## src/cpmbt_pkg.sv

```systemverilog
package cpmbt_pkg;
  localparam int unsigned ADDR_W = 8;
  localparam logic [7:0] OFS_CTRL = 8'h00;
  localparam logic [7:0] OFS_STATUS = 8'h04;
  localparam logic [7:0] OFS_TIMING = 8'h08;
  localparam logic [1:0] RESP_OKAY = 2'h0;
  localparam logic [1:0] RESP_SLVERR = 2'h2;

  // control word bits
  localparam int unsigned C_SLEEP_REQ = 0;
  localparam int unsigned C_SOFT_RST = 1;
  localparam int unsigned C_WAKE_FILT = 2;
  localparam int unsigned C_WAKE_IRQ_EN = 3;
  localparam int unsigned C_TLINK_EN = 4;
  localparam int unsigned C_STOP_IN_WAIT = 5;
  localparam int unsigned C_CLK_SRC = 6;
  localparam int unsigned CTRL_W = 7;
  localparam logic [6:0] CTRL_RST = 7'h02;

  // status word bits
  localparam int unsigned ST_SLEEP_ACK = 0;
  localparam int unsigned ST_SOFT = 1;
  localparam int unsigned ST_PDOWN = 2;
  localparam int unsigned ST_ON_BUS = 3;
  localparam int unsigned ST_BUS_OFF = 4;
  localparam int unsigned ST_SLP_PEND = 5;

  // timing word field positions
  localparam int unsigned T_PRESC_LSB = 0;
  localparam int unsigned T_SEG1_LSB = 8;
  localparam int unsigned T_SEG2_LSB = 12;
  localparam int unsigned T_SJW_LSB = 16;

  localparam int unsigned CLK_MHZ = 250;
  localparam int unsigned IDLE_BITS = 11;
  localparam int unsigned BUSOFF_GROUPS = 128;
  localparam int unsigned WAKE_FILT_NS = 2000;
  localparam int unsigned WAKE_FILT_CYC = (WAKE_FILT_NS * CLK_MHZ) / 1000;
  localparam logic [3:0] IDLE_LAST = 4'(IDLE_BITS - 1);
  localparam logic [7:0] BO_GRP_LAST = 8'(BUSOFF_GROUPS - 1);
  localparam logic [9:0] WAKE_FILT_LAST = 10'(WAKE_FILT_CYC - 1);

  typedef enum logic [4:0] {
    S_NORMAL = 5'h01,
    S_SLP_PEND = 5'h02,
    S_SLEEP = 5'h04,
    S_SOFT = 5'h08,
    S_PDOWN = 5'h10
  } cpmbt_mode_t;

  typedef struct packed {
    logic [5:0] presc;
    logic [3:0] seg1;
    logic [2:0] seg2;
    logic [1:0] jump_width_field;
  } cpmbt_timing_t;

  localparam cpmbt_timing_t TIMING_RST = '{presc: 6'h00, seg1: 4'h4, seg2: 3'h1, jump_width_field: 2'h0};

  // from the protocol engine
  typedef struct packed {
    logic tx_busy;
    logic rx_busy;
    logic bus_off;
    logic frame_ok;
    logic [2:0] tx_buffer_empty_flag;
    logic tx_bit;
  } cpmbt_eng_t;

  // to the protocol engine
  typedef struct packed {
    logic proto_run;
    logic defer_hold;
    logic participate;
    logic busoff_recovered;
  } cpmbt_ctl_t;
endpackage

```

## src/cpmbt_sync.sv

```systemverilog
`timescale 1ns/1ps
module cpmbt_sync #(
  parameter int unsigned W = 1,
  parameter logic [W-1:0] RST = '1
) (
  input wire logic aclk,
  input wire logic aresetn,
  input wire logic [W-1:0] d,
  output logic [W-1:0] q
);
  typedef struct packed {
    logic [W-1:0] m;
    logic [W-1:0] o;
  } cpmbt_sync_st_t;
  cpmbt_sync_st_t s_q, s_d;

  always_comb begin
    s_d.m = d;
    s_d.o = s_q.m;
  end

  always_ff @(posedge aclk) begin
    if (!aresetn) begin
      s_q <= {RST, RST};
    end else begin
      s_q <= s_d;
    end
  end

  assign q = s_q.o;
endmodule // cpmbt_sync

```

## src/cpmbt_bit_timer.sv

```systemverilog
`timescale 1ns/1ps
module cpmbt_bit_timer (
  input wire logic aclk,
  input wire logic aresetn,
  input wire logic run,
  input wire logic rx,
  input wire cpmbt_pkg::cpmbt_timing_t tm,
  output logic bit_tick,
  output logic samp_tick
);
  typedef struct packed {
    logic [5:0] pre;
    logic [5:0] q;
    logic rx_prev;
    logic tick;
    logic samp;
  } cpmbt_bt_st_t;
  cpmbt_bt_st_t s_q, s_d;
  logic [5:0] sp, blen, jump_width_field, err, jmp;

  always_comb begin
    s_d = s_q;
    s_d.tick = 1'b0;
    s_d.samp = 1'b0;
    s_d.rx_prev = rx;
    sp = 6'h02 + 6'(tm.seg1);
    blen = sp + 6'h01 + 6'(tm.seg2);
    jump_width_field = 6'h01 + 6'(tm.jump_width_field);
    err = (s_q.q < sp) ? s_q.q : blen - s_q.q;
    jmp = (err < jump_width_field) ? err : jump_width_field;
    if (!run) begin
      s_d.pre = '0;
      s_d.q = '0;
    end else begin
      if (s_q.pre == tm.presc) begin
        s_d.pre = '0;
        s_d.samp = (s_q.q == sp - 6'h01);
        if (s_q.q == blen - 6'h01) begin
          s_d.q = '0;
          s_d.tick = 1'b1;
        end else begin
          s_d.q = s_q.q + 6'h01;
        end
      end else begin
        s_d.pre = s_q.pre + 6'h01;
      end
      // edge outside sync quantum: late edge stretches, early edge shortens
      if (s_q.rx_prev && !rx && s_q.q != 6'h00 && !s_d.tick) begin
        if (s_q.q < sp) begin
          s_d.q = s_d.q - jmp;
        end else if (s_d.q + jmp >= blen) begin
          s_d.q = blen - 6'h01;
        end else begin
          s_d.q = s_d.q + jmp;
        end
      end
    end
  end

  always_ff @(posedge aclk) begin
    if (!aresetn) begin
      s_q <= '{rx_prev: 1'b1, default: '0};
    end else begin
      s_q <= s_d;
    end
  end

  assign bit_tick = s_q.tick;
  assign samp_tick = s_q.samp;
endmodule // cpmbt_bit_timer

```

## src/cpmbt_top.sv

```systemverilog
// Our own choices: the address map and the AXI4-Lite slave port.
`timescale 1ns/1ps
module cpmbt_top #(
  parameter int unsigned INSTANCE = 0
) (
  input wire logic aclk,
  input wire logic aresetn,
  input wire logic [cpmbt_pkg::ADDR_W-1:0] s_axi_awaddr,
  input wire logic s_axi_awvalid,
  output logic s_axi_awready,
  input wire logic [31:0] s_axi_wdata,
  input wire logic [3:0] s_axi_wstrb,
  input wire logic s_axi_wvalid,
  output logic s_axi_wready,
  output logic [1:0] s_axi_bresp,
  output logic s_axi_bvalid,
  input wire logic s_axi_bready,
  input wire logic [cpmbt_pkg::ADDR_W-1:0] s_axi_araddr,
  input wire logic s_axi_arvalid,
  output logic s_axi_arready,
  output logic [31:0] s_axi_rdata,
  output logic [1:0] s_axi_rresp,
  output logic s_axi_rvalid,
  input wire logic s_axi_rready,
  input wire logic cpu_stop,
  input wire logic cpu_wait,
  input wire logic can_rx_pin,
  input wire cpmbt_pkg::cpmbt_eng_t eng,
  output cpmbt_pkg::cpmbt_ctl_t ctl,
  output logic can_tx_pin,
  output logic timer_ch4,
  output logic timer_ch5,
  output logic clock_source_select,
  output logic wakeup_irq
);
  typedef struct packed {
    cpmbt_pkg::cpmbt_mode_t mode;
    logic [cpmbt_pkg::CTRL_W-1:0] ctrl;
    cpmbt_pkg::cpmbt_timing_t tm;
    logic aw_got;
    logic w_got;
    logic [cpmbt_pkg::ADDR_W-1:0] aw_addr;
    logic [31:0] w_data;
    logic [3:0] w_strb;
    logic awrdy;
    logic wrdy;
    logic bvld;
    logic [1:0] bresp;
    logic arrdy;
    logic rvld;
    logic [1:0] rresp;
    logic [31:0] rdata;
    logic on_bus;
    logic [3:0] idle_cnt;
    logic [3:0] bo_bits;
    logic [7:0] bo_grp;
    logic [9:0] filt_cnt;
    logic tlink;
    logic txo;
    logic ch4;
    logic ch5;
    logic wirq;
    cpmbt_pkg::cpmbt_ctl_t ctl;
  } cpmbt_top_st_t;

  localparam cpmbt_top_st_t ST_RST = '{
    mode: cpmbt_pkg::S_SOFT,
    ctrl: cpmbt_pkg::CTRL_RST,
    tm: cpmbt_pkg::TIMING_RST,
    awrdy: 1'b1,
    wrdy: 1'b1,
    arrdy: 1'b1,
    txo: 1'b1,
    default: '0
  };

  cpmbt_top_st_t s_q, n;
  logic rx_s, bit_tick, samp_tick;
  logic pd, idle, wake, run, brec;
  logic [31:0] wmask, ctrl_w, tm_w, tm_rd, rd;
  logic [1:0] rr;

  // receive pin comes from the bus, so two flops before anything reads it
  cpmbt_sync #(.W(1), .RST(1'b1)) u_rx_sync (
    .aclk(aclk),
    .aresetn(aresetn),
    .d(can_rx_pin),
    .q(rx_s)
  );

  // runs only while protocol clocks run, so sleep clears the bit counter and prescaler
  cpmbt_bit_timer u_bit_timer (
    .aclk(aclk),
    .aresetn(aresetn),
    .run(s_q.ctl.proto_run),
    .rx(rx_s),
    .tm(s_q.tm),
    .bit_tick(bit_tick),
    .samp_tick(samp_tick)
  );

  always_comb begin
    n = s_q;
    brec = 1'b0;
    pd = cpu_stop | (cpu_wait & s_q.ctrl[cpmbt_pkg::C_STOP_IN_WAIT]);
    idle = (&eng.tx_buffer_empty_flag) & ~eng.tx_busy & ~eng.rx_busy;

    // wake detection; filter counts consecutive dominant cycles
    if (s_q.mode == cpmbt_pkg::S_SLEEP && !rx_s) begin
      if (s_q.filt_cnt != cpmbt_pkg::WAKE_FILT_LAST) begin
        n.filt_cnt = s_q.filt_cnt + 10'h001;
      end
    end else begin
      n.filt_cnt = '0;
    end
    wake = s_q.mode == cpmbt_pkg::S_SLEEP && !rx_s
      && (!s_q.ctrl[cpmbt_pkg::C_WAKE_FILT]
      || s_q.filt_cnt == cpmbt_pkg::WAKE_FILT_LAST);

    // write channel: address and data in either order, answer after both
    if (s_axi_awvalid && s_q.awrdy) begin
      n.aw_got = 1'b1;
      n.aw_addr = s_axi_awaddr;
    end
    if (s_axi_wvalid && s_q.wrdy) begin
      n.w_got = 1'b1;
      n.w_data = s_axi_wdata;
      n.w_strb = s_axi_wstrb;
    end
    if (s_q.bvld && s_axi_bready) begin
      n.bvld = 1'b0;
    end
    wmask = {{8{s_q.w_strb[3]}}, {8{s_q.w_strb[2]}},
      {8{s_q.w_strb[1]}}, {8{s_q.w_strb[0]}}};
    tm_rd = '0;
    tm_rd[cpmbt_pkg::T_PRESC_LSB +: 6] = s_q.tm.presc;
    tm_rd[cpmbt_pkg::T_SEG1_LSB +: 4] = s_q.tm.seg1;
    tm_rd[cpmbt_pkg::T_SEG2_LSB +: 3] = s_q.tm.seg2;
    tm_rd[cpmbt_pkg::T_SJW_LSB +: 2] = s_q.tm.jump_width_field;
    ctrl_w = ({25'h0, s_q.ctrl} & ~wmask) | (s_q.w_data & wmask);
    tm_w = (tm_rd & ~wmask) | (s_q.w_data & wmask);
    if (s_q.aw_got && s_q.w_got && !s_q.bvld) begin
      n.aw_got = 1'b0;
      n.w_got = 1'b0;
      n.bvld = 1'b1;
      n.bresp = cpmbt_pkg::RESP_OKAY;
      if (s_q.mode == cpmbt_pkg::S_PDOWN) begin
        n.bresp = cpmbt_pkg::RESP_SLVERR;
      end else if (s_q.aw_addr == cpmbt_pkg::OFS_CTRL) begin
        n.ctrl = ctrl_w[cpmbt_pkg::CTRL_W-1:0];
        // request cannot be withdrawn before sleep is reached
        if (s_q.ctrl[cpmbt_pkg::C_SLEEP_REQ] && s_q.mode != cpmbt_pkg::S_SLEEP) begin
          n.ctrl[cpmbt_pkg::C_SLEEP_REQ] = 1'b1;
        end
        // clock source only changes while stopped, avoids a glitching bit clock
        if (s_q.mode != cpmbt_pkg::S_SOFT) begin
          n.ctrl[cpmbt_pkg::C_CLK_SRC] = s_q.ctrl[cpmbt_pkg::C_CLK_SRC];
        end
      end else if (s_q.aw_addr == cpmbt_pkg::OFS_TIMING) begin
        if (s_q.mode == cpmbt_pkg::S_SOFT) begin
          n.tm.presc = tm_w[cpmbt_pkg::T_PRESC_LSB +: 6];
          n.tm.seg1 = tm_w[cpmbt_pkg::T_SEG1_LSB +: 4];
          n.tm.seg2 = tm_w[cpmbt_pkg::T_SEG2_LSB +: 3];
          n.tm.jump_width_field = tm_w[cpmbt_pkg::T_SJW_LSB +: 2];
        end
      end else if (s_q.aw_addr != cpmbt_pkg::OFS_STATUS) begin
        n.bresp = cpmbt_pkg::RESP_SLVERR;
      end
    end

    // read channel
    rd = '0;
    rr = cpmbt_pkg::RESP_OKAY;
    if (s_q.mode == cpmbt_pkg::S_PDOWN) begin
      rr = cpmbt_pkg::RESP_SLVERR;
    end else begin
      case (s_axi_araddr)
        cpmbt_pkg::OFS_CTRL: rd[cpmbt_pkg::CTRL_W-1:0] = s_q.ctrl;
        cpmbt_pkg::OFS_STATUS: begin
          rd[cpmbt_pkg::ST_SLEEP_ACK] = s_q.mode == cpmbt_pkg::S_SLEEP;
          rd[cpmbt_pkg::ST_SOFT] = s_q.mode == cpmbt_pkg::S_SOFT;
          rd[cpmbt_pkg::ST_PDOWN] = 1'b0;
          rd[cpmbt_pkg::ST_ON_BUS] = s_q.on_bus;
          rd[cpmbt_pkg::ST_BUS_OFF] = eng.bus_off;
          rd[cpmbt_pkg::ST_SLP_PEND] = s_q.mode == cpmbt_pkg::S_SLP_PEND;
        end
        cpmbt_pkg::OFS_TIMING: rd = tm_rd;
        default: rr = cpmbt_pkg::RESP_SLVERR;
      endcase
    end
    if (s_q.rvld && s_axi_rready) begin
      n.rvld = 1'b0;
    end
    if (s_axi_arvalid && s_q.arrdy) begin
      n.rvld = 1'b1;
      n.rdata = rd;
      n.rresp = rr;
    end

    // mode sequencing
    case (s_q.mode)
      cpmbt_pkg::S_NORMAL: begin
        if (s_q.ctrl[cpmbt_pkg::C_SLEEP_REQ]) begin
          n.mode = idle ? cpmbt_pkg::S_SLEEP : cpmbt_pkg::S_SLP_PEND;
        end
      end
      cpmbt_pkg::S_SLP_PEND: begin
        if (idle) begin
          n.mode = cpmbt_pkg::S_SLEEP;
        end
      end
      cpmbt_pkg::S_SLEEP: begin
        if (wake || !s_q.ctrl[cpmbt_pkg::C_SLEEP_REQ]) begin
          n.mode = cpmbt_pkg::S_NORMAL;
        end
      end
      cpmbt_pkg::S_SOFT: n.mode = cpmbt_pkg::S_NORMAL;
      cpmbt_pkg::S_PDOWN: n.mode = cpmbt_pkg::S_NORMAL;
      default: n.mode = cpmbt_pkg::S_NORMAL;
    endcase
    // bus wake drops the request, else the block would fall straight back asleep
    if (wake) begin
      n.ctrl[cpmbt_pkg::C_SLEEP_REQ] = 1'b0;
    end
    if (n.ctrl[cpmbt_pkg::C_SOFT_RST]) begin
      n.mode = cpmbt_pkg::S_SOFT;
    end
    if (pd) begin
      n.mode = cpmbt_pkg::S_PDOWN;
    end
    run = n.mode == cpmbt_pkg::S_NORMAL || n.mode == cpmbt_pkg::S_SLP_PEND;

    // rejoin the bus only after eleven recessive bits
    if (s_q.mode != cpmbt_pkg::S_NORMAL && s_q.mode != cpmbt_pkg::S_SLP_PEND) begin
      n.on_bus = 1'b0;
      n.idle_cnt = '0;
    end else if (!s_q.on_bus && samp_tick) begin
      if (!rx_s) begin
        n.idle_cnt = '0;
      end else if (s_q.idle_cnt == cpmbt_pkg::IDLE_LAST) begin
        n.on_bus = 1'b1;
        n.idle_cnt = '0;
      end else begin
        n.idle_cnt = s_q.idle_cnt + 4'h1;
      end
    end

    // bus-off recovery; ticks stop in sleep so the count just holds
    if (!eng.bus_off) begin
      n.bo_bits = '0;
      n.bo_grp = '0;
    end else if (samp_tick && s_q.ctl.proto_run) begin
      if (!rx_s) begin
        n.bo_bits = '0;
      end else if (s_q.bo_bits == cpmbt_pkg::IDLE_LAST) begin
        n.bo_bits = '0;
        if (s_q.bo_grp == cpmbt_pkg::BO_GRP_LAST) begin
          n.bo_grp = '0;
          brec = 1'b1;
        end else begin
          n.bo_grp = s_q.bo_grp + 8'h01;
        end
      end else begin
        n.bo_bits = s_q.bo_bits + 4'h1;
      end
    end

    n.ctl.proto_run = run;
    n.ctl.defer_hold = n.mode == cpmbt_pkg::S_SLEEP;
    n.ctl.participate = n.on_bus && run;
    n.ctl.busoff_recovered = brec;
    n.txo = n.ctl.participate ? eng.tx_bit : 1'b1;

    // frame pulse: assumes the engine flags end of frame on a bit boundary
    if (eng.frame_ok) begin
      n.tlink = 1'b1;
    end else if (bit_tick) begin
      n.tlink = 1'b0;
    end
    n.ch4 = n.tlink && n.ctrl[cpmbt_pkg::C_TLINK_EN] && INSTANCE == 0;
    n.ch5 = n.tlink && n.ctrl[cpmbt_pkg::C_TLINK_EN] && INSTANCE == 1;
    n.wirq = wake && s_q.ctrl[cpmbt_pkg::C_WAKE_IRQ_EN];

    n.awrdy = !n.aw_got && !n.bvld;
    n.wrdy = !n.w_got && !n.bvld;
    n.arrdy = !n.rvld;
  end

  always_ff @(posedge aclk) begin
    if (!aresetn) begin
      s_q <= ST_RST;
    end else begin
      s_q <= n;
    end
  end

  assign s_axi_awready = s_q.awrdy;
  assign s_axi_wready = s_q.wrdy;
  assign s_axi_bvalid = s_q.bvld;
  assign s_axi_bresp = s_q.bresp;
  assign s_axi_arready = s_q.arrdy;
  assign s_axi_rvalid = s_q.rvld;
  assign s_axi_rdata = s_q.rdata;
  assign s_axi_rresp = s_q.rresp;
  assign ctl = s_q.ctl;
  assign can_tx_pin = s_q.txo;
  assign timer_ch4 = s_q.ch4;
  assign timer_ch5 = s_q.ch5;
  assign clock_source_select = s_q.ctrl[cpmbt_pkg::C_CLK_SRC];
  assign wakeup_irq = s_q.wirq;
endmodule // cpmbt_top

```

## config.mk

```make
export PLATFORM = sky130hd
export DESIGN_NAME = cpmbt_top
export DESIGN_NICKNAME = d
export VERILOG_FILES = /design/src/cpmbt_pkg.sv /design/src/cpmbt_sync.sv /design/src/cpmbt_bit_timer.sv /design/src/cpmbt_top.sv
export SDC_FILE = /design/constraint.sdc
export NUM_CORES = 1
export LEC_CHECK = 0
export BUFFER_PORTS_ARGS = -buffer_cell sky130_fd_sc_hd__buf_2
export CORE_MARGIN = 2
export CORE_UTILIZATION = 50
export CTS_BUF_LIST = sky130_fd_sc_hd__clkbuf_8
export DETAILED_ROUTE_END_ITERATION = 8
export PLACE_DENSITY = 0.71
export SLEW_MARGIN = 20
export SYNTH_ARGS = -nofsm -noshare
export SYNTH_HDL_FRONTEND = slang
export SYNTH_HIERARCHICAL = 1
export SYNTH_SLANG_ARGS = --single-unit
```

## constraint.sdc

```tcl
create_clock -name aclk -period 13 [get_ports aclk]
set_input_delay 0 -clock aclk [delete_from_list [all_inputs] [get_ports aclk]]
set_output_delay 0 -clock aclk [all_outputs]
set_load 0.01 [all_outputs]
```

==> metrics.txt, run 1 <==
# TYPE chip_impl_metric gauge
chip_impl_info{name="setup.worst_path.start_class",value="register"} 1
chip_impl_metric{name="maxSlewViolCount",unit=""} 0
chip_impl_metric{name="antenna_violations_before_repair",unit=""} 0
chip_impl_metric{name="synth_edf_count",unit=""} 0
chip_impl_metric{name="worstPathMaxFanout",unit=""} 9
chip_impl_metric{name="avgSynthCellArea",unit="um2"} 8.675
chip_impl_metric{name="finalSetupViolations",unit=""} 0
chip_impl_info{name="tritoncts",value="yes"} 1
chip_impl_metric{name="first_global_vias",unit=""} 6163
chip_impl_metric{name="gp_congestion",unit=""} 0.8950
chip_impl_metric{name="routed_wirelength",unit="um"} 17640
chip_impl_metric{name="h-tree-depth",unit=""} 4
chip_impl_info{name="path_class",value="register to register"} 1
chip_impl_info{name="postSynth.topFlopCell",value="dfxtp_1"} 1
chip_impl_metric{name="final_cells",unit=""} 1181
chip_impl_metric{name="cts_setup_buffers",unit=""} 0
chip_impl_info{name="hold_end",value="s_axi_rresp[1]"} 1
chip_impl_metric{name="final.fill_count",unit=""} 1353
chip_impl_metric{name="fp.dieArea",unit="um2"} 16360
chip_impl_metric{name="final-seq-area",unit="um2"} 2623
chip_impl_metric{name="timing.reg2reg.setup_slack",unit="ns"} 6.25
chip_impl_metric{name="fin_crit_sh",unit=""} 0.5192
chip_impl_metric{name="cts_hold_repair.buffers",unit=""} 41
chip_impl_metric{name="synth-async-reset-ratio",unit=""} 0
chip_impl_metric{name="drt_first_iter_violations",unit=""} 328
chip_impl_metric{name="comb_power_frac",unit=""} 0.078
chip_impl_metric{name="route.antenna.remaining_nets",unit=""} 0
chip_impl_metric{name="setup_tns",unit="ns"} 0
chip_impl_metric{name="grt_start_max_net_pins",unit=""} 70
chip_impl_metric{name="power.clock.fraction",unit=""} 0.433
chip_impl_metric{name="net-switching-power",unit="uW"} 221.2
chip_impl_metric{name="final_net_count",unit=""} 1099
chip_impl_metric{name="core",unit="um2"} 15090
chip_impl_info{name="rsz0062_at_grt",value="false"} 1
chip_impl_metric{name="synth-seq-area-share",unit=""} 0.3416
chip_impl_metric{name="floorplan.io_pins",unit=""} 120
chip_impl_metric{name="fin_skew",unit="ns"} 0.01716
chip_impl_metric{name="ys_ff_latch",unit=""} 131
chip_impl_metric{name="placed_cells",unit=""} 1108
chip_impl_metric{name="gr-total-overflow",unit=""} 0
chip_impl_metric{name="die_width",unit="um"} 127.9
chip_impl_metric{name="grt_use_total",unit=""} 0.2235
chip_impl_metric{name="hold_path_stages",unit=""} 4
chip_impl_metric{name="place.detailed.hpwl",unit="um"} 12460
chip_impl_metric{name="cts_made_buffers",unit=""} 17
chip_impl_metric{name="cp.required",unit="ns"} 13.32
chip_impl_metric{name="start_util",unit=""} 0.5088
chip_impl_metric{name="routed-via-count",unit=""} 6377
chip_impl_metric{name="synth_cell_type_count",unit=""} 84
chip_impl_metric{name="cts-resized-gates",unit=""} 0
chip_impl_metric{name="per_cell_routed_wire_length",unit="um"} 14.94
chip_impl_metric{name="fp.dieH",unit="um"} 127.9
chip_impl_metric{name="leakagePower",unit="uW"} 0.003764
chip_impl_metric{name="cellInternalPower",unit="uW"} 633.6
chip_impl_info{name="worst_r2r_endpoint",value="u_bit_timer/s_q[5]"} 1
chip_impl_metric{name="drt_drc_violations_left",unit=""} 0
chip_impl_metric{name="timing_hold_violations_final",unit=""} 0
chip_impl_info{name="crit_path_capture_type",value="register"} 1
chip_impl_metric{name="period_needed",unit="ns"} 6.749
chip_impl_info{name="status",value="completed"} 1
chip_impl_info{name="worst_hold_path_type",value="input port to register"} 1
chip_impl_metric{name="max_slew_margin",unit=""} 0.4495
chip_impl_metric{name="via_per_inst",unit=""} 5.400
chip_impl_metric{name="seqPwrFrac",unit=""} 0.489
chip_impl_metric{name="fin_worst_hold_slack",unit="ns"} 0.06422
chip_impl_metric{name="synthesis.area",unit="um2"} 7677
chip_impl_metric{name="worst_slew_pin_slew",unit="ns"} 0.8154
chip_impl_metric{name="signal_arrival_time_at_the_worst_endpoint",unit="ns"} 7.07
chip_impl_metric{name="maximum_ir_drop_on_the_vdd_rail",unit="uV"} 98.61
chip_impl_metric{name="yosysWarningCount",unit=""} 6
chip_impl_metric{name="pwr_density",unit="nW/um2"} 96.93
chip_impl_metric{name="drt_pass1_iterations",unit=""} 5
chip_impl_info{name="min-delay-start",value="s_axi_araddr[6]"} 1
chip_impl_info{name="root_buffer",value="clkbuf_8"} 1
chip_impl_metric{name="rr_worst_depth",unit=""} 23
chip_impl_metric{name="rows",unit=""} 45
chip_impl_metric{name="n_antenna_cell",unit=""} 0
chip_impl_metric{name="worst_setup_hold_path_clk_slew",unit="ns"} 0.09
chip_impl_metric{name="clock_sinks",unit=""} 131
chip_impl_metric{name="signed_area_change_from_the_synthesized_netlist_to_the_final_layout",unit="%"} 14.86
chip_impl_metric{name="netSwitchingFraction",unit=""} 0.2587
chip_impl_metric{name="clkLatencyLatePin",unit="ns"} 0.44
chip_impl_metric{name="drv_cap",unit=""} 0
chip_impl_metric{name="synth_cells",unit=""} 885
chip_impl_metric{name="drive_above_1_share",unit=""} 0.1631
chip_impl_metric{name="cts_buffer_depth",unit=""} 2
chip_impl_metric{name="area_taken_by_multi_input_logic_gates",unit="um2"} 4556
chip_impl_metric{name="maxClockFrequency",unit="GHz"} 0.1482
chip_impl_metric{name="first_pass_grt_wire_length",unit="um"} 29540
chip_impl_metric{name="portBuffers",unit=""} 83
-- area by class of cell --
class / count / share of cell area
Multi-Input combinational cell: 666 / 0.5166
Sequential cell: 131 / 0.2974
Timing Repair Buffer: 125 / 0.09449
Tap cell: 188 / 0.02667
Clock buffer: 17 / 0.02653
Clock inverter: 15 / 0.02171
Inverter: 39 / 0.01660
-- logic make-up (layout without fill, tap and decap cells) --
| logic type | Yosys count | after routing | synth area share |
|---|---|---|---|
| other | 3 | 23 | 0.001467 |
| AO/OA/AOI/OAI | 165 | 165 | 0.1457 |
| AND/OR/NAND/NOR | 332 | 332 | 0.2262 |
| flip-flops | 131 | 131 | 0.3416 |
| XOR/XNOR | 59 | 59 | 0.07350 |
| multiplexers | 38 | 38 | 0.05297 |
| adder cells (fa/ha/maj) | 49 | 49 | 0.08377 |
| buffers and inverters | 108 | 196 | 0.07480 |
-- synth_stat cells, drive strengths merged (7+ instances only) --
master	number	share of area
or3	7	0.0057
nor2b	7	0.0057
o21ai	23	0.015
nand3	33	0.023
nand2b	14	0.011
and3	8	0.0070
and2	7	0.0057
xnor2	31	0.039
buf	47	0.045
a21oi	67	0.044
nor3	16	0.010
inv	39	0.019
nor2	100	0.049
a211oi	8	0.012
a22oi	15	0.015
nand2	95	0.047
a21o	8	0.0078
xor2	27	0.032
nor4	9	0.016
dfxtp	131	0.34
clkbuf	22	0.011
mux2i	33	0.045
ha	45	0.073
-- layout by cell type (no fill, tap or decap), types with 5 or more instances in the layout --
cell	n
xnor2_1	29
buf_2	83
ha_1	45
nand2b_1	14
nor3_1	16
a21oi_1	67
dfxtp_1	131
o21a_1	5
nor2_1	100
inv_1	37
nor2b_1	7
dlygate4sd3_1	41
a211oi_1	5
or3_1	7
nand2_1	94
mux2i_1	32
conb_1	23
nand3_1	31
clkbuf_8	17
a31oi_1	5
and2_1	7
xor2_1	26
a21o_1	8
o21ai_0	23
inv_6	6
a22oi_1	15
and3_1	5
-- worst max-delay path by stage --
stage,endpoint,startpoint,slack (ns)
after global routing,u_bit_timer/s_q[6],register,5.77
after floorplan,u_bit_timer/s_q[6],register,7.20
after detailed placement,u_bit_timer/s_q[5],register,6.36
after CTS,u_bit_timer/s_q[6],register,6.32
after global placement,u_bit_timer/s_q[6],register,6.42
final,u_bit_timer/s_q[5],register,6.25
-- metrics by stage --
| step | power (uW) | instance area (um2) | utilization | setup slack, ns |
|---|---|---|---|---|
| after floorplan | 467.5 | 7752 | - | 7.199 |
| after global placement | 482.3 | 7983 | 0.5290 | 6.419 |
| after CTS | 858.4 | 8818 | 0.5844 | 6.323 |
| after detailed placement | 482.9 | 7983 | 0.5290 | 6.357 |
| after global routing | 885.5 | 8818 | 0.5844 | 5.766 |
| final | 854.8 | 8818 | 0.5844 | 6.251 |
-- worst max-delay path, cell delays in order, from the launching register on --
cell and delay, ns:
dfxtp_1 0.53, ha_1 0.34, ha_1 0.39, and3b_2 0.27, nor2_1 0.24, xor2_1 0.18
ha_1 0.25, nand2b_1 0.17, nor3b_1 0.19, mux2i_1 0.13, o32ai_1 0.27, a211oi_1 0.14
nor4_4 0.47, mux2_4 0.35, ha_1 0.29, a21o_1 0.16, a21oi_1 0.36, xor2_1 0.13
ha_1 0.22, a2111oi_0 0.58, o31a_1 0.42, o311ai_0 0.23, a32oi_1 0.27, nand2_1 0.08
-- power groups by stage --
| stage | clock, uW | sequential (uW) | combinational, uW |
|---|---|---|---|
| 6_report | 370 | 418 | 67.1 |
| 5_1_grt | 392 | 419 | 74.4 |
| 4_1_cts | 375 | 417 | 65.8 |
| 3_5_place_dp | 0 | 427 | 56.2 |
| 3_3_place_gp | 0 | 426 | 55.8 |
| 2_1_floorplan | 0 | 426 | 41.7 |
-- layer usage --
layer | vias to the layer above | part of all wire | GRT usage
li1 | 3201 | - | -
met1 | 2999 | 0.46 | 0.2841
met2 | 153 | 0.48 | 0.3835
met3 | 24 | 0.044 | 0.04716
met4 | 0 | 0.017 | 0.06464
met5 | - | 0 | 0
Power figures use the tool's default switching activity.
==> run 2, diff against run 1 <==
ABC_AREA = 1   (was unset)
PLACE_DENSITY = 0.74   (was 0.71)
clock period = 5.7 ns   (was 13 ns; I/O delays follow)
==> run 2 against run 1 <==
  * First-iteration DRC count grew 29%
  * Global-route usage grew 0.25 points
  * Sequential share of layout area fell by 0.064 points
  * Final cell count increased by 15%
  * Total power rose by 120%
  * Critical path type unchanged
==> metrics.txt, run 2 <==
# TYPE chip_impl_metric gauge
chip_impl_metric{name="ys_ff_latch",unit=""} 131
chip_impl_metric{name="power.clock.fraction",unit=""} 0.408
chip_impl_metric{name="route.antenna.remaining_nets",unit=""} 0
chip_impl_metric{name="maximum_ir_drop_on_the_vdd_rail",unit="uV"} 199.7
chip_impl_metric{name="netSwitchingFraction",unit=""} 0.2565
chip_impl_metric{name="floorplan.io_pins",unit=""} 120
chip_impl_metric{name="synth_edf_count",unit=""} 0
chip_impl_metric{name="cts_made_buffers",unit=""} 17
chip_impl_metric{name="routed-via-count",unit=""} 6920
chip_impl_metric{name="synthesis.area",unit="um2"} 7481
chip_impl_metric{name="clkLatencyLatePin",unit="ns"} 0.45
chip_impl_info{name="root_buffer",value="clkbuf_8"} 1
chip_impl_metric{name="synth-async-reset-ratio",unit=""} 0
chip_impl_info{name="postSynth.topFlopCell",value="dfxtp_1"} 1
chip_impl_metric{name="clock_sinks",unit=""} 131
chip_impl_metric{name="portBuffers",unit=""} 83
chip_impl_metric{name="n_antenna_cell",unit=""} 0
chip_impl_metric{name="synth-seq-area-share",unit=""} 0.3506
chip_impl_metric{name="layout.core_utilization",unit=""} 0.6063
chip_impl_metric{name="drt_drc_violations_left",unit=""} 0
chip_impl_metric{name="worst_slew_pin_slew",unit="ns"} 0.7528
chip_impl_metric{name="max_slew_margin",unit=""} 0.4969
chip_impl_info{name="tritoncts",value="yes"} 1
chip_impl_metric{name="grt_use_total",unit=""} 0.2260
chip_impl_metric{name="finalSetupViolations",unit=""} 0
chip_impl_metric{name="h-tree-depth",unit=""} 4
chip_impl_metric{name="timing_hold_violations_final",unit=""} 0
chip_impl_metric{name="worstPathBufferInverterCount",unit=""} 1
chip_impl_info{name="layout_commonest_cell",value="nand2_1"} 1
chip_impl_metric{name="final_net_count",unit=""} 1280
chip_impl_metric{name="drt_pass1_iterations",unit=""} 6
chip_impl_metric{name="antenna_violations_before_repair",unit=""} 0
chip_impl_metric{name="yosysWarningCount",unit=""} 6
chip_impl_metric{name="leakagePower",unit="uW"} 0.003964
chip_impl_metric{name="avgSynthCellArea",unit="um2"} 7.193
chip_impl_metric{name="core",unit="um2"} 14590
chip_impl_info{name="critical-path-slowest-cell",value="ha_2"} 1
chip_impl_metric{name="net-switching-power",unit="uW"} 483.9
chip_impl_metric{name="seqPwrFrac",unit=""} 0.508
chip_impl_info{name="worst_hold_path_type",value="input port to register"} 1
chip_impl_metric{name="gp_congestion",unit=""} 0.9244
chip_impl_metric{name="worst_setup_hold_path_clk_slew",unit="ns"} 0.08
chip_impl_metric{name="die_width",unit="um"} 126.3
chip_impl_metric{name="fraction_of_post_synthesis_cell_area_in_the_top_cell_type_by_area",unit=""} 0.3506
chip_impl_metric{name="synth_cell_type_count",unit=""} 52
chip_impl_metric{name="first_global_vias",unit=""} 6278
chip_impl_metric{name="finish.instance_area",unit="um2"} 8846
chip_impl_metric{name="timing.reg2reg.setup_slack",unit="ns"} 0.38
chip_impl_metric{name="per_cell_routed_wire_length",unit="um"} 13.17
chip_impl_metric{name="synth_cells",unit=""} 1040
chip_impl_metric{name="maxSlewViolCount",unit=""} 0
chip_impl_info{name="setup.worst_path.start_class",value="register"} 1
chip_impl_metric{name="cts_buffer_depth",unit=""} 2
chip_impl_metric{name="fp.dieArea",unit="um2"} 15960
chip_impl_metric{name="signal_arrival_time_at_the_worst_endpoint",unit="ns"} 5.69
chip_impl_info{name="synth_top_cells_by_area",value="dfxtp_1 (35%), nand2_1 (9.2%), ha_1 (7.5%), nor2_1 (7.4%), inv_1 (6.1%)"} 1
chip_impl_info{name="critical-path-top-cell-by-count",value="nand2_1"} 1
chip_impl_info{name="critical_path.top_delay_family",value="compound AO/OA/AOI/OAI gates"} 1
chip_impl_metric{name="gr-total-overflow",unit=""} 0
chip_impl_metric{name="grt_start_max_net_pins",unit=""} 57
chip_impl_metric{name="fin_crit_sh",unit=""} 0.9329
chip_impl_metric{name="maxClockFrequency",unit="GHz"} 0.1881
chip_impl_info{name="netlist_top_cells_count",value="nand2_1 (184), nor2_1 (148), dfxtp_1 (131), inv_1 (121), a21oi_1 (69)"} 1
chip_impl_metric{name="final.fill_count",unit=""} 1284
chip_impl_info{name="synth_most_common_cell",value="nand2_1"} 1
chip_impl_metric{name="placed_area",unit="um2"} 7916
chip_impl_metric{name="drive_above_1_share",unit=""} 0.1858
chip_impl_info{name="crit_path_capture_type",value="register"} 1
chip_impl_info{name="mostFrequentLayoutCells",value="nand2_1 (179), nor2_1 (148), dfxtp_1 (129)"} 1
chip_impl_metric{name="cp.required",unit="ns"} 6.07
chip_impl_metric{name="routed_wirelength",unit="um"} 17870
chip_impl_metric{name="worstPathMaxFanout",unit=""} 6
chip_impl_info{name="synth_top_cell_by_area",value="dfxtp_1"} 1
chip_impl_metric{name="fin_skew",unit="ns"} 0.01285
chip_impl_metric{name="signed_area_change_from_the_synthesized_netlist_to_the_final_layout",unit="%"} 18.25
chip_impl_info{name="path_class",value="register to register"} 1
chip_impl_metric{name="start_util",unit=""} 0.5128
chip_impl_metric{name="comb_power_frac",unit=""} 0.083
chip_impl_metric{name="timing.critical_path.slowest_cell_delay",unit="ns"} 0.37
chip_impl_metric{name="fp.dieH",unit="um"} 126.3
chip_impl_metric{name="place.detailed.hpwl",unit="um"} 12730
chip_impl_metric{name="rows",unit=""} 44
chip_impl_metric{name="cellInternalPower",unit="uW"} 1403
chip_impl_info{name="status",value="completed"} 1
chip_impl_metric{name="first_pass_grt_wire_length",unit="um"} 29400
chip_impl_metric{name="pwr_density",unit="nW/um2"} 213.3
chip_impl_metric{name="drt_first_iter_violations",unit=""} 424
chip_impl_metric{name="drv_cap",unit=""} 0
chip_impl_metric{name="period_needed",unit="ns"} 5.318
chip_impl_metric{name="via_per_inst",unit=""} 5.099
==> run 2: cell count changes after synthesis, moves of 9 or more <==
| cell | before | now |
|---|---|---|
| clkbuf_1 | 22 | 11 |
| nor2_1 | 100 | 148 |
| xor2_1 | 26 | 15 |
| nand2_1 | 94 | 184 |
| nand2b_1 | 14 | 1 |
| nor2_2 | 0 | 9 |
| inv_2 | 2 | 14 |
| inv_1 | 37 | 121 |
| o21ai_1 | 0 | 14 |
| xnor2_1 | 29 | 8 |
| mux2i_1 | 32 | 1 |
| nand3_1 | 31 | 47 |
| o21ai_0 | 23 | 68 |
| a22oi_1 | 15 | 1 |
==> run 2: cell type report <==
class / count / area (um2) / area share
sequential: 131 / 2625 / 0.2967
timing repair buffer: 135 / 904.6 / 0.1023
clock inverter: 13 / 136.4 / 0.01542
inverter: 135 / 506.7 / 0.05728
clock buffer: 18 / 247.7 / 0.02801
tap: 184 / 230.2 / 0.02603
multi-input combinational: 741 / 4195 / 0.4743
==> run 2: metrics by stage <==
step / TNS, ns / power, uW / hold slack (ns) / cells / worst slack [ns]
after global placement: 0 / 1110 / 0.1944 / 1284 / 0.2482
after detailed placement: 0 / 1113 / 0.1972 / 1284 / 0.1077
after floorplan: 0 / 1078 / 0.06865 / 1060 / 0.3041
final: 0 / 1887 / 0.03780 / 1357 / 0.3825
after global routing: -0.06514 / 1963 / 0.07731 / 1357 / -0.05398
after CTS: 0 / 1896 / 0.02089 / 1353 / 0.06705
==> run 2: kinds of logic (layout without fill, tap and decap cells) <==
group,count (synthesis),in the layout,share of synthesized area
compound gates,187,187,0.1388
xor+xnor,23,23,0.02693
fa+ha+maj,49,49,0.08597
buf+inv,188,301,0.1159
flops,131,131,0.3506
mux,1,1,0.001338
other cells,3,23,0.001505
simple gates,458,458,0.2790
==> run 2: path summary, 6_finish.rpt <==
path	depth (start not counted)	startpoint	endpoint
hold reg to reg	2	u_rx_sync/s_d[0]	u_rx_sync/q
setup / recovery	32	register	u_bit_timer/s_q[8]
hold / removal	5	eng[2]	s_q[146]
setup reg to reg	32	register	u_bit_timer/s_q[8]
==> run 2: timing repair <==
| action | CTS | global route |
|---|---|---|
| setup endpoints to repair | 0 | 6 |
| endpoints found under the hold margin | 47 | 0 |
| hold buffers | 38 | 0 |
| setup buffers | 0 | 4 |
| resized for setup | 0 | 32 |
==> run 2: per-layer routing <==
| layer | global-route usage | share of wire | vias up |
|---|---|---|---|
| li1 | - | - | 3542 |
| met1 | 0.2930 | 0.45 | 3193 |
| met2 | 0.3843 | 0.49 | 170 |
| met3 | 0.04007 | 0.048 | 15 |
| met4 | 0.07111 | 0.013 | 0 |
| met5 | 0 | 0 | - |
==> run 2: power by group through the flow <==
stage	sequential (uW)	combinational, uW	clock, uW
after floorplan	977	101	0
after global placement	979	131	0
after detailed placement	979	133	0
after CTS	958	153	784
after global routing	962	176	826
final	959	157	771
==> run 2: worst min-delay path: stages <==
cell and delay, ns:
buf_2 0.07, nand3_1 0.08, a21boi_1 0.16, nand3_4 0.09
nor2_1 0.04
==> run 3, diff against run 2 <==
ABC_AREA = 0   (was 1)
PLACE_DENSITY = 0.71   (was 0.74)
REMOVE_ABC_BUFFERS = 1   (was unset)
clock period = 5.3 ns   (was 5.7 ns; I/O delays follow)
==> run 3 against run 2 <==
  * The flow now finishes with violations (negative setup slack)
  * Sequential power grew 7%
  * Clock-buffer cell count grew 4
  * Flip-flop and latch count is the same
  * Critical path type unchanged
  * Total power grew 11%
  * Utilization grew 4.8 points
  * Hold slack gained 0.0050 ns
  * Clock skew shrank 0.0019 ns
  * Global-route usage grew 2.6 points
  * Wire length grew 11%
==> metrics.txt, run 3 (synthesized netlist as in run 1, its figures left out) <==
# TYPE chip_impl_metric gauge
chip_impl_info{name="status",value="finished, violations left"} 1
chip_impl_info{name="violations_in_the_final_reports",value="negative setup slack"} 1
chip_impl_metric{name="net-switching-power",unit="uW"} 495.7
chip_impl_metric{name="antenna_violations_before_repair",unit=""} 1
chip_impl_metric{name="fin_crit_sh",unit=""} 1.058
chip_impl_info{name="worst_hold_path_type",value="input port to register"} 1
chip_impl_info{name="critical-path-top-cell-by-count",value="inv_1"} 1
chip_impl_metric{name="finish.instance_area",unit="um2"} 9871
chip_impl_metric{name="die_width",unit="um"} 127.9
chip_impl_metric{name="cts_made_buffers",unit=""} 17
chip_impl_metric{name="max_slew_margin",unit=""} 0.4397
chip_impl_metric{name="cellInternalPower",unit="uW"} 1604
chip_impl_metric{name="grt_start_max_net_pins",unit=""} 54
chip_impl_metric{name="setup_tns",unit="ns"} -1.245
chip_impl_metric{name="worstPathMaxFanout",unit=""} 6
chip_impl_info{name="layout_commonest_cell",value="dfxtp_1"} 1
chip_impl_metric{name="gr-total-overflow",unit=""} 0
chip_impl_info{name="path_class",value="register to register"} 1
chip_impl_metric{name="routed-via-count",unit=""} 6804
chip_impl_metric{name="worst_setup_hold_path_clk_slew",unit="ns"} 0.07
chip_impl_metric{name="gr-usage-met3",unit=""} 0.05384
chip_impl_metric{name="pwr_density",unit="nW/um2"} 212.7
chip_impl_metric{name="finalSetupViolations",unit=""} 6
chip_impl_metric{name="timing_hold_violations_final",unit=""} 0
chip_impl_metric{name="clkLatencyLatePin",unit="ns"} 0.46
chip_impl_metric{name="maxSlewViolCount",unit=""} 0
chip_impl_metric{name="placed_area",unit="um2"} 8523
chip_impl_info{name="root_buffer",value="clkbuf_8"} 1
chip_impl_metric{name="rows",unit=""} 45
chip_impl_metric{name="worstPathBufferInverterCount",unit=""} 6
chip_impl_info{name="crit_path_capture_type",value="register"} 1
chip_impl_metric{name="power.clock.fraction",unit=""} 0.430
chip_impl_metric{name="start_util",unit=""} 0.5088
chip_impl_metric{name="final.fill_count",unit=""} 1255
chip_impl_metric{name="fin_worst_hold_slack",unit="ns"} 0.04280
chip_impl_metric{name="maximum_ir_drop_on_the_vdd_rail",unit="uV"} 187.7
chip_impl_metric{name="portBuffers",unit=""} 83
chip_impl_info{name="tritoncts",value="yes"} 1
chip_impl_metric{name="worst_slack",unit="ns"} -0.3065
chip_impl_metric{name="routed_wirelength",unit="um"} 19870
chip_impl_metric{name="fp.dieArea",unit="um2"} 16360
chip_impl_metric{name="floorplan.io_pins",unit=""} 120
chip_impl_metric{name="netSwitchingFraction",unit=""} 0.2360
chip_impl_metric{name="drt_pass1_iterations",unit=""} 4
chip_impl_info{name="critical-path-slowest-cell",value="fa_2"} 1
chip_impl_metric{name="drv_cap",unit=""} 0
chip_impl_metric{name="fp.dieH",unit="um"} 127.9
chip_impl_metric{name="place.detailed.hpwl",unit="um"} 14090
chip_impl_metric{name="worst_slew_pin_slew",unit="ns"} 0.8300
chip_impl_metric{name="grt_use_total",unit=""} 0.2515
chip_impl_metric{name="post-place-ws",unit="ns"} -0.5388
chip_impl_metric{name="timing.critical_path.slowest_cell_delay",unit="ns"} 0.46
chip_impl_metric{name="core",unit="um2"} 15090
chip_impl_metric{name="per_cell_routed_wire_length",unit="um"} 15.60
chip_impl_metric{name="timing.reg2reg.setup_slack",unit="ns"} -0.31
chip_impl_metric{name="first_global_vias",unit=""} 6787
chip_impl_metric{name="fin_skew",unit="ns"} 0.01098
chip_impl_metric{name="via_per_inst",unit=""} 5.341
chip_impl_metric{name="final_net_count",unit=""} 1193
chip_impl_info{name="critical_path.top_delay_family",value="adder cells"} 1
chip_impl_metric{name="first_pass_grt_wire_length",unit="um"} 32840
chip_impl_info{name="setup.worst_path.start_class",value="register"} 1
chip_impl_metric{name="cts_buffer_depth",unit=""} 2
chip_impl_metric{name="grt.met2_usage",unit=""} 0.4416
chip_impl_metric{name="signed_area_change_from_the_synthesized_netlist_to_the_final_layout",unit="%"} 28.57
chip_impl_metric{name="drt_first_iter_violations",unit=""} 303
chip_impl_metric{name="cp.required",unit="ns"} 5.64
chip_impl_info{name="top_usage_layer",value="met2"} 1
chip_impl_metric{name="maxClockFrequency",unit="GHz"} 0.1784
chip_impl_info{name="rsz0062_at_grt",value="true"} 1
chip_impl_info{name="mostFrequentLayoutCells",value="dfxtp_1 (128), nor2_1 (98), nand2_1 (91)"} 1
chip_impl_metric{name="h-tree-depth",unit=""} 4
chip_impl_metric{name="leakagePower",unit="uW"} 0.004269
chip_impl_metric{name="met1_usage",unit=""} 0.3047
chip_impl_metric{name="gp_congestion",unit=""} 0.9717
chip_impl_metric{name="drt_drc_violations_left",unit=""} 0
chip_impl_metric{name="period_needed",unit="ns"} 5.607
chip_impl_metric{name="route.antenna.remaining_nets",unit=""} 0
chip_impl_metric{name="drive_above_1_share",unit=""} 0.2811
chip_impl_metric{name="comb_power_frac",unit=""} 0.081
chip_impl_metric{name="seqPwrFrac",unit=""} 0.489
chip_impl_metric{name="clock_sinks",unit=""} 131
chip_impl_metric{name="signal_arrival_time_at_the_worst_endpoint",unit="ns"} 5.94
## run 3: cell count changes in the layout (fill, tap and decap cells not counted), moves of 20 or more
cell,previous run,this run
buf_4,13,90
inv_1,121,33
mux2i_1,1,30
nand2_1,179,91
nor2_1,148,98
o21ai_0,64,21
xnor2_1,8,28
## run 3: routing by layer
metal | wire length (um) | part of all wire | vias up
li1 | - | - | 3393
met1 | 8619 | 0.43 | 3242
met2 | 10040 | 0.51 | 130
met3 | 752 | 0.038 | 39
met4 | 459 | 0.023 | 0
met5 | 0 | 0 | -
## run 3: final cells by class
cell class | count | area, um2 | area share
clock buffer | 22 | 302.8 | 0.03068
antenna | 1 | 2.502 | 0.0002535
timing repair buffer | 219 | 1558 | 0.1578
tap | 188 | 235.2 | 0.02383
multi-input combinational | 666 | 4872 | 0.4936
sequential | 131 | 2629 | 0.2663
clock inverter | 8 | 125.1 | 0.01268
inverter | 39 | 146.4 | 0.01483
## run 3: final timing paths
| path | from | endpoint | depth (start not counted) |
|---|---|---|---|
| hold reg to reg | u_rx_sync/s_d[0] | u_rx_sync/q | 1 |
| setup reg to reg | register | u_bit_timer/s_q[6] | 28 |
| setup / recovery | register | u_bit_timer/s_q[6] | 28 |
| hold / removal | s_axi_araddr[6] | s_axi_rresp[1] | 4 |
## run 3: stage by stage
step,power [uW],cells,util
6_report,2100,1274,0.6541
5_1_grt,2175,1273,0.6540
4_1_cts,2114,1265,0.6410
3_5_place_dp,1187,1180,0.5648
3_3_place_gp,1185,1180,0.5648
2_1_floorplan,1129,836,-
## run 3: repair_timing
action / in CTS / in global routing
pin swaps: 32 / 31
setup endpoints to repair: 6 / 6
endpoints found under the hold margin: 53 / 0
setup buffers: 15 / 8
hold buffers: 41 / 0
gates resized for setup: 43 / 28
## run 3: power groups by stage
| stage | clock network (uW) | registers [uW] | logic, uW |
|---|---|---|---|
| 3_3_place_gp | 0 | 1050 | 138 |
| 4_1_cts | 922 | 1030 | 166 |
| 6_report | 904 | 1030 | 170 |
| 2_1_floorplan | 0 | 1050 | 83.6 |
| 3_5_place_dp | 0 | 1050 | 139 |
| 5_1_grt | 958 | 1030 | 189 |
## run 3: worst min-delay path: cells and delay by family
family / cells / cell delay [ns]
and+or+nand+nor: 2 / 0.29
buffers and inverters: 1 / 0.08
AOI/OAI and AO/OA: 1 / 0.08
